### src/verilog/pct_defs.svh
// Timing constants and setting defaults for the phase comparison trip logic
`ifndef PCT_DEFS_SVH
`define PCT_DEFS_SVH

`define PCT_CLK_HZ          40000000
`define PCT_CNT_W           20
`define PCT_PICKUP_US       3000
`define PCT_PICKUP_CYC      (`PCT_PICKUP_US * (`PCT_CLK_HZ / 1000000))
`define PCT_EXTEND_US       18000
`define PCT_EXTEND_CYC      (`PCT_EXTEND_US * (`PCT_CLK_HZ / 1000000))
`define PCT_HALF60_US       8333
`define PCT_HALF50_US       10000

`endif

### src/verilog/pct_pkg.sv
// Types for the phase comparison trip logic
package pct_pkg;

  typedef enum logic [1:0] {
    PCT_CH_FSK    = 2'b00,
    PCT_CH_ONOFF  = 2'b01
  } pct_channel_t;

  typedef enum logic [1:0] {
    PCT_ST_IDLE   = 2'b00,
    PCT_ST_PICK   = 2'b01,
    PCT_ST_TRIP   = 2'b11
  } pct_state_t;

  // One remote receiver's outputs
  typedef struct packed {
    logic pos_tone;
    logic neg_tone;
  } pct_rx_t;

  // Scheme configuration
  typedef struct packed {
    logic         blocking;
    pct_channel_t channel;
    logic         three_term;
    logic         neg_half;
  } pct_cfg_t;

endpackage

### src/verilog/pct_trip.sv
// Phase comparison coincidence integrator, trip extension and transmitter keying
// Operation
// - FSK trip: positive current with positive tone
// - Hold trip asserted 18 ms after pickup
// - FSK block: positive current without negative tone
// - Pickup time is a setting, nominally 3-4 ms
// - Pickup time acts as stability angle
// - On-off receiver output: present or absent only
// - Three terminals use both remote receivers
// - Negative half mode uses negative current, tone
// - Compare only while high-set detector asserted
// - Block trips after 3 ms absence, detector on
// - Key on low-set, off in compared half (positive, or negative in negative half mode)
// - All terminals key by identical rule
`timescale 1ns/10ps
`include "pct_defs.svh"

module pct_trip #(
  parameter int unsigned CNT_W      = `PCT_CNT_W,
  parameter int unsigned EXTEND_CYC = `PCT_EXTEND_CYC
) (
  input  wire logic                   i_core_clk,
  input  wire logic                   i_resetn,
  input  wire logic                   i_sync_clr,
  input  wire pct_pkg::pct_cfg_t      i_cfg,
  input  wire logic [CNT_W-1:0]       i_pickup_cyc,
  input  wire logic                   i_pos_half,
  input  wire logic                   i_neg_half,
  input  wire logic                   i_high_set_fault_detector,
  input  wire logic                   i_low_set_fault_detector,
  input  wire pct_pkg::pct_rx_t       i_rx_a,
  input  wire pct_pkg::pct_rx_t       i_rx_b,
  output logic                        o_trip,
  output logic                        o_tx_key,
  output logic                        o_coincidence_gate,
  output logic                        o_tone_conflict
);

  // Hold counts down from EXTEND_CYC-1 so trip stands exactly EXTEND_CYC cycles
  localparam logic [CNT_W-1:0] EXT_LOAD = CNT_W'(EXTEND_CYC - 1);

  // Comparison state: integrator, hold timer and trip flag
  pct_pkg::pct_state_t state_q, state_d;
  logic [CNT_W-1:0]    integ_q, integ_d;
  logic [CNT_W-1:0]    ext_q, ext_d;
  logic                trip_q, trip_d;

  // Keying and channel supervision
  logic                key_q, key_d;
  logic                conflict_q, conflict_d;

  logic              local_half;
  pct_pkg::pct_rx_t  rx_end [2];
  logic [1:0]        agree;
  logic [1:0]        both_tones;
  logic              coinc;
  logic              pickup_hit;

  // Index 1 is the second remote end, present only on a three-terminal line
  assign rx_end[0] = i_rx_a;
  assign rx_end[1] = i_rx_b;

  // The compared half of the local squaring stage
  assign local_half = i_cfg.neg_half ? i_neg_half : i_pos_half;

  // Receiver view per remote end
  for (genvar g = 0; g < 2; g++) begin : g_rem
    logic mark;
    logic space;

    always_comb begin
      if (i_cfg.channel == pct_pkg::PCT_CH_ONOFF) begin
        // An on-off receiver is only present or absent, so it stands for both tones
        mark  = rx_end[g].pos_tone;
        space = rx_end[g].pos_tone;
      end else if (i_cfg.neg_half) begin
        mark  = rx_end[g].neg_tone;
        space = rx_end[g].pos_tone;
      end else begin
        mark  = rx_end[g].pos_tone;
        space = rx_end[g].neg_tone;
      end
    end

    // Tripping needs the agreeing tone; blocking needs the opposing tone absent
    assign agree[g]      = i_cfg.blocking ? ~space : mark;
    assign both_tones[g] = rx_end[g].pos_tone & rx_end[g].neg_tone;
  end

  // Both remote ends must agree on a three-terminal line; otherwise the second is ignored
  assign coinc = i_high_set_fault_detector & local_half & agree[0]
                 & (agree[1] | ~i_cfg.three_term);

  // Pickup is reached once the gate has held for the set count
  assign pickup_hit = (integ_q + CNT_W'(1)) >= i_pickup_cyc;

  always_comb begin
    state_d    = state_q;
    integ_d    = integ_q;
    ext_d      = ext_q;
    trip_d     = trip_q;
    case (state_q)
      pct_pkg::PCT_ST_IDLE: begin
        integ_d = '0;
        if (coinc) begin
          integ_d = CNT_W'(1);
          state_d = pct_pkg::PCT_ST_PICK;
          if (i_pickup_cyc <= CNT_W'(1)) begin
            state_d = pct_pkg::PCT_ST_TRIP;
            trip_d  = 1'b1;
            ext_d   = EXT_LOAD;
          end
        end
      end
      pct_pkg::PCT_ST_PICK: begin
        if (!coinc) begin
          integ_d = '0;
          state_d = pct_pkg::PCT_ST_IDLE;
        end else if (pickup_hit) begin
          integ_d = '0;
          trip_d  = 1'b1;
          ext_d   = EXT_LOAD;
          state_d = pct_pkg::PCT_ST_TRIP;
        end else begin
          integ_d = integ_q + CNT_W'(1);
        end
      end
      pct_pkg::PCT_ST_TRIP: begin
        // A fresh coincidence during the hold restarts pickup timing
        if (coinc) begin
          if (pickup_hit) begin
            integ_d = '0;
            ext_d   = EXT_LOAD;
          end else begin
            integ_d = integ_q + CNT_W'(1);
            ext_d   = (ext_q == '0) ? '0 : ext_q - CNT_W'(1);
          end
        end else begin
          integ_d = '0;
          ext_d   = (ext_q == '0) ? '0 : ext_q - CNT_W'(1);
        end
        // Hold expired: a running coincidence keeps its partial count rather than restarting
        if (ext_q == '0 && !(coinc && pickup_hit)) begin
          trip_d  = 1'b0;
          state_d = coinc ? pct_pkg::PCT_ST_PICK : pct_pkg::PCT_ST_IDLE;
        end
      end
      default: begin
        state_d = pct_pkg::PCT_ST_IDLE;
        integ_d = '0;
        ext_d   = '0;
        trip_d  = 1'b0;
      end
    endcase
    if (i_sync_clr) begin
      state_d = pct_pkg::PCT_ST_IDLE;
      integ_d = '0;
      ext_d   = '0;
      trip_d  = 1'b0;
    end
  end

  // Keying is the same at every terminal so blocking tones mean the same everywhere
  always_comb begin
    key_d = i_low_set_fault_detector & ~local_half;
    if (i_sync_clr) begin
      key_d = 1'b0;
    end
  end

  // Both tones at once is a channel fault; it is only flagged, never used to trip
  always_comb begin
    conflict_d = both_tones[0] | (i_cfg.three_term & both_tones[1]);
    if (i_sync_clr) begin
      conflict_d = 1'b0;
    end
  end

  // Integrator, hold timer and trip flag
  always_ff @(posedge i_core_clk or negedge i_resetn) begin
    if (!i_resetn) begin
      state_q <= pct_pkg::PCT_ST_IDLE;
      integ_q <= '0;
      ext_q   <= '0;
      trip_q  <= 1'b0;
    end else begin
      state_q <= state_d;
      integ_q <= integ_d;
      ext_q   <= ext_d;
      trip_q  <= trip_d;
    end
  end

  // Key is registered so the transmitter never sees a combinational glitch
  always_ff @(posedge i_core_clk or negedge i_resetn) begin
    if (!i_resetn) begin
      key_q <= 1'b0;
    end else begin
      key_q <= key_d;
    end
  end

  // Conflict flag
  always_ff @(posedge i_core_clk or negedge i_resetn) begin
    if (!i_resetn) begin
      conflict_q <= 1'b0;
    end else begin
      conflict_q <= conflict_d;
    end
  end

  assign o_trip             = trip_q;
  assign o_tx_key           = key_q;
  assign o_coincidence_gate = coinc;
  assign o_tone_conflict    = conflict_q;

endmodule
### config.mk
export PLATFORM = sky130hd
export DESIGN_NAME = pct_trip
export DESIGN_NICKNAME = d
export VERILOG_FILES = /design/src/verilog/pct_pkg.sv /design/src/verilog/pct_trip.sv
export VERILOG_INCLUDE_DIRS = /design/src /design/src/verilog
export SDC_FILE = /design/constraint.sdc
export NUM_CORES = 1
export LEC_CHECK = 0
export ABC_AREA = 1
export ABC_CLOCK_PERIOD_IN_PS = 3600
export BUFFER_PORTS_ARGS = -buffer_cell sky130_fd_sc_hd__buf_2
export CAP_MARGIN = 5
export CORE_MARGIN = 10
export CORE_UTILIZATION = 50
export DETAILED_ROUTE_END_ITERATION = 6
export PLACE_DENSITY_LB_ADDON = 0.15
export REMOVE_ABC_BUFFERS = 1
export SLEW_MARGIN = 20
export SYNTH_ARGS = -nofsm -noshare
export SYNTH_HDL_FRONTEND = slang
export SYNTH_SLANG_ARGS = --single-unit
### constraint.sdc
create_clock -name i_core_clk -period 3.6 [get_ports i_core_clk]
set_input_delay 0.18 -clock i_core_clk [delete_from_list [all_inputs] [get_ports i_core_clk]]
set_output_delay 0.18 -clock i_core_clk [all_outputs]
set_load 0.02 [all_outputs]
==> out/qor.yml <==
clocking:
  clk_pin_slew_ps: 90
  cts.sinks: 45
  root_buffer: "clkbuf_8"
  insertion_delay_ps: 320
  clockBufferDepth: 2
  cts_tree: "yes"
  cts_made_buffers: 5
  cts_max_level: 2
yosys:
  async_reset_ff_frac: 1.00
  synth_edf_count: 0
  synth.yosys.warnings: 0
  ys.flop_type: "dfrtp_1"
  ys_ff_latch: 45
  netlist_top_cells_area: "dfrtp_1 30%, nand2_1 15%, inv_1 9.3%"
  syn_inst: 537
  synth_area_per_cell_sq_um: 6.88
  synth_top_cell_area_share: 0.305
  ys_seq_area_frac: 0.305
  syn_area_sq_um: 3690
  synth_cell_types: 41
  yosysTopAreaCell: "dfrtp_1"
floorplanning:
  io_pins: 40
  die_area_sq_um: 11200
  die_w_microns: 106
  rows: 31
  coreArea_sq_um: 7210
  initial_core_util: 0.512
  die_y_microns: 106
setup_path:
  crit_path_frequent_cell: "nand2_1"
  startpoint_type: "register"
  required_ps: 3800
  path_cells: "ha_1 -> nand2_1 -> inv_1 -> nand2_1 -> nor2_2 -> nand2_1 -> nor4_4 -> nand4_1 -> xor2_1 -> ha_1 -> nand2_1 -> nor2_1 -> nand2_1 -> nor2_1 -> nand2_1 -> nand4_2 -> nand2_2 -> nand2_1 -> nand2_1 -> nand4_1 -> nand2_1"
  critPathMaxFanout: 6
  worst_path_max_delay_cell: "dfrtp_1"
  crit_buf_inv: 1
  path_class: "register to register"
  slowest_delay_ps: 410
  startpoint: "integ_q[0]"
  cp-end-kind: "register"
  worstPathArrival_ps: 3450
  regToRegStartpoint: "integ_q[0]"
  critPathTopFamily: "simple AND/OR/NAND/NOR gates"
global_routing:
  antenna_found_initial: 0
  gr-total-overflow: 0
  grt_max_degree: 46
  grt_pass1_vias: 3333
  grt_pass1_wl_microns: 14900
  gr-usage-all-layers: 0.158
timing:
  drv_slew: 0
  finalCritPeriodShare: 0.902
  worst_slew_pin_slew_ps: 599
  setup_violations: 0
  max_freq_mhz: 308
  tns_ps: 0
  relSlewSlack: 0.601
  finalHoldViolCount: 0
  min_period_ps: 3250
  finClkSkew_ps: 14.4
  rsz0062_at_grt: "false"
hold_path:
  hp-start: "i_low_set_fault_detector"
  hp-class: "input pin to register"
route:
  drt_first_pass_iters: 4
  wirelength_microns: 8710
  antenna_left: 0
  vias: 3392
  detail_route.wl_per_cell_microns: 12.7
  via_per_inst: 4.95
  drtIter0Drc: 202
  drcViolationCount: 0
place:
  port_buffers: 39
  placed_cells: 672
  place.gp.congestion: 0.896
  post-dp-hpwl_microns: 6830
pwr:
  p_per_area_nw_per_um2: 295
  peakVddDrop_mv: 0.197
  power.leakage_nw: 2.34
cells_and_area:
  seq_area_sq_um: 1130
  diodes: 0
  mostFrequentLayoutCells: "147 x nand2_1, 92 x inv_1, 66 x nor2_1"
  nFillCells: 725
  drive_above_1_share: 0.159
  final_common_cell: "nand2_1"
  fin_nets: 644
  area_growth_pct: 12.9
  multi_input_area_sq_um: 2170
  final_cells: 685
status:
  status: "complete, no violations"
run:
  cap_violations: 0
## power breakdown
group / total, mW / internal [mW] / leakage (nW) / switching, mW
clock network: 0.408 / 0.208 / 0.0543 / 0.199
logic: 0.298 / 0.107 / 1.66 / 0.191
registers: 0.525 / 0.515 / 0.625 / 0.0105
## layout make-up
type,count,area share
Tap cell,99,0.0297
Timing Repair Buffer,46,0.0636
Inverter,97,0.0879
Multi-Input combinational cell,390,0.521
Sequential cell,45,0.270
Clock inverter,3,0.0111
Clock buffer,5,0.0165
## final timing paths
| check | slack, ps | to | cells past startpoint |
|---|---|---|---|
| setup / recovery | 350 | state_q[0] | 21 |
| hold / removal | 90 | o_tx_key | 3 |
| setup reg to reg | 350 | state_q[0] | 21 |
| hold reg to reg | 480 | o_trip | 2 |
| max in group asynchronous | 2780 | state_q[0] | 2 |
| min in group asynchronous | 420 | integ_q[16] | 2 |
## per-stage QoR
step / cell area (sq um) / setup slack, ps / hold WS (ps) / power, mW / utilization
4_1_cts: 4100 / 188 / 78.6 / 1.24 / 0.568
2_1_floorplan: 3650 / 500 / -116 / 0.741 / -
5_1_grt: 4170 / 14.5 / 72.2 / 1.30 / 0.578
6_report: 4170 / 352 / 87.9 / 1.23 / 0.578
3_5_place_dp: 3980 / 209 / 416 / 0.830 / 0.552
3_3_place_gp: 3980 / 324 / 405 / 0.825 / 0.552
## flip-flops by register name, indices dropped and copies added (netlist names)
register,count
o_tone_conflict,1
state_q,2
ext_q,20
o_tx_key,1
integ_q,20
o_trip,1
## per-layer routing
layer  wire length, microns  vias to the layer above  track usage  share of wire
li1                       -                     1777            -              -
met1                   4330                     1522        0.212           0.50
met2                   3740                       89        0.246           0.43
met3                    572                        4       0.0423          0.066
met4                     66                        0       0.0416         0.0076
met5                      0                        -            0              0
## tightest hold or removal path, stage by stage
cell	delay, ps
buf_2	100
nand2_1	50
nor2_1	30
## cell usage after synthesis (all sizes together) (4+ instances only)
cell / number
nand3: 34
nand4: 18
nand2: 154
a21oi: 14
nor2: 75
xor2: 13
buf: 5
inv: 96
dfrtp: 45
o21ai: 24
xnor2: 7
nor3: 16
nor4: 4
ha: 23
## logic make-up after synthesis
logic type | Yosys count | synth area share
buffers and inverters | 102 | 0.111
AOI/OAI and AO/OA | 41 | 0.0644
adders and majority gates | 23 | 0.0779
xor gates and xnor gates | 20 | 0.0495
DFF | 45 | 0.305
and+or+nand+nor | 306 | 0.392
## timing repair
| item | 4_1_cts | 5_1_grt |
|---|---|---|
| endpoints found under the hold margin | 0 | 45 |
| hold buffers | 0 | 1 |
| setup buffers | 0 | 4 |
| resized for setup | 0 | 4 |
| setup endpoints to repair | 0 | 22 |
(Power assumes the default switching activity.)
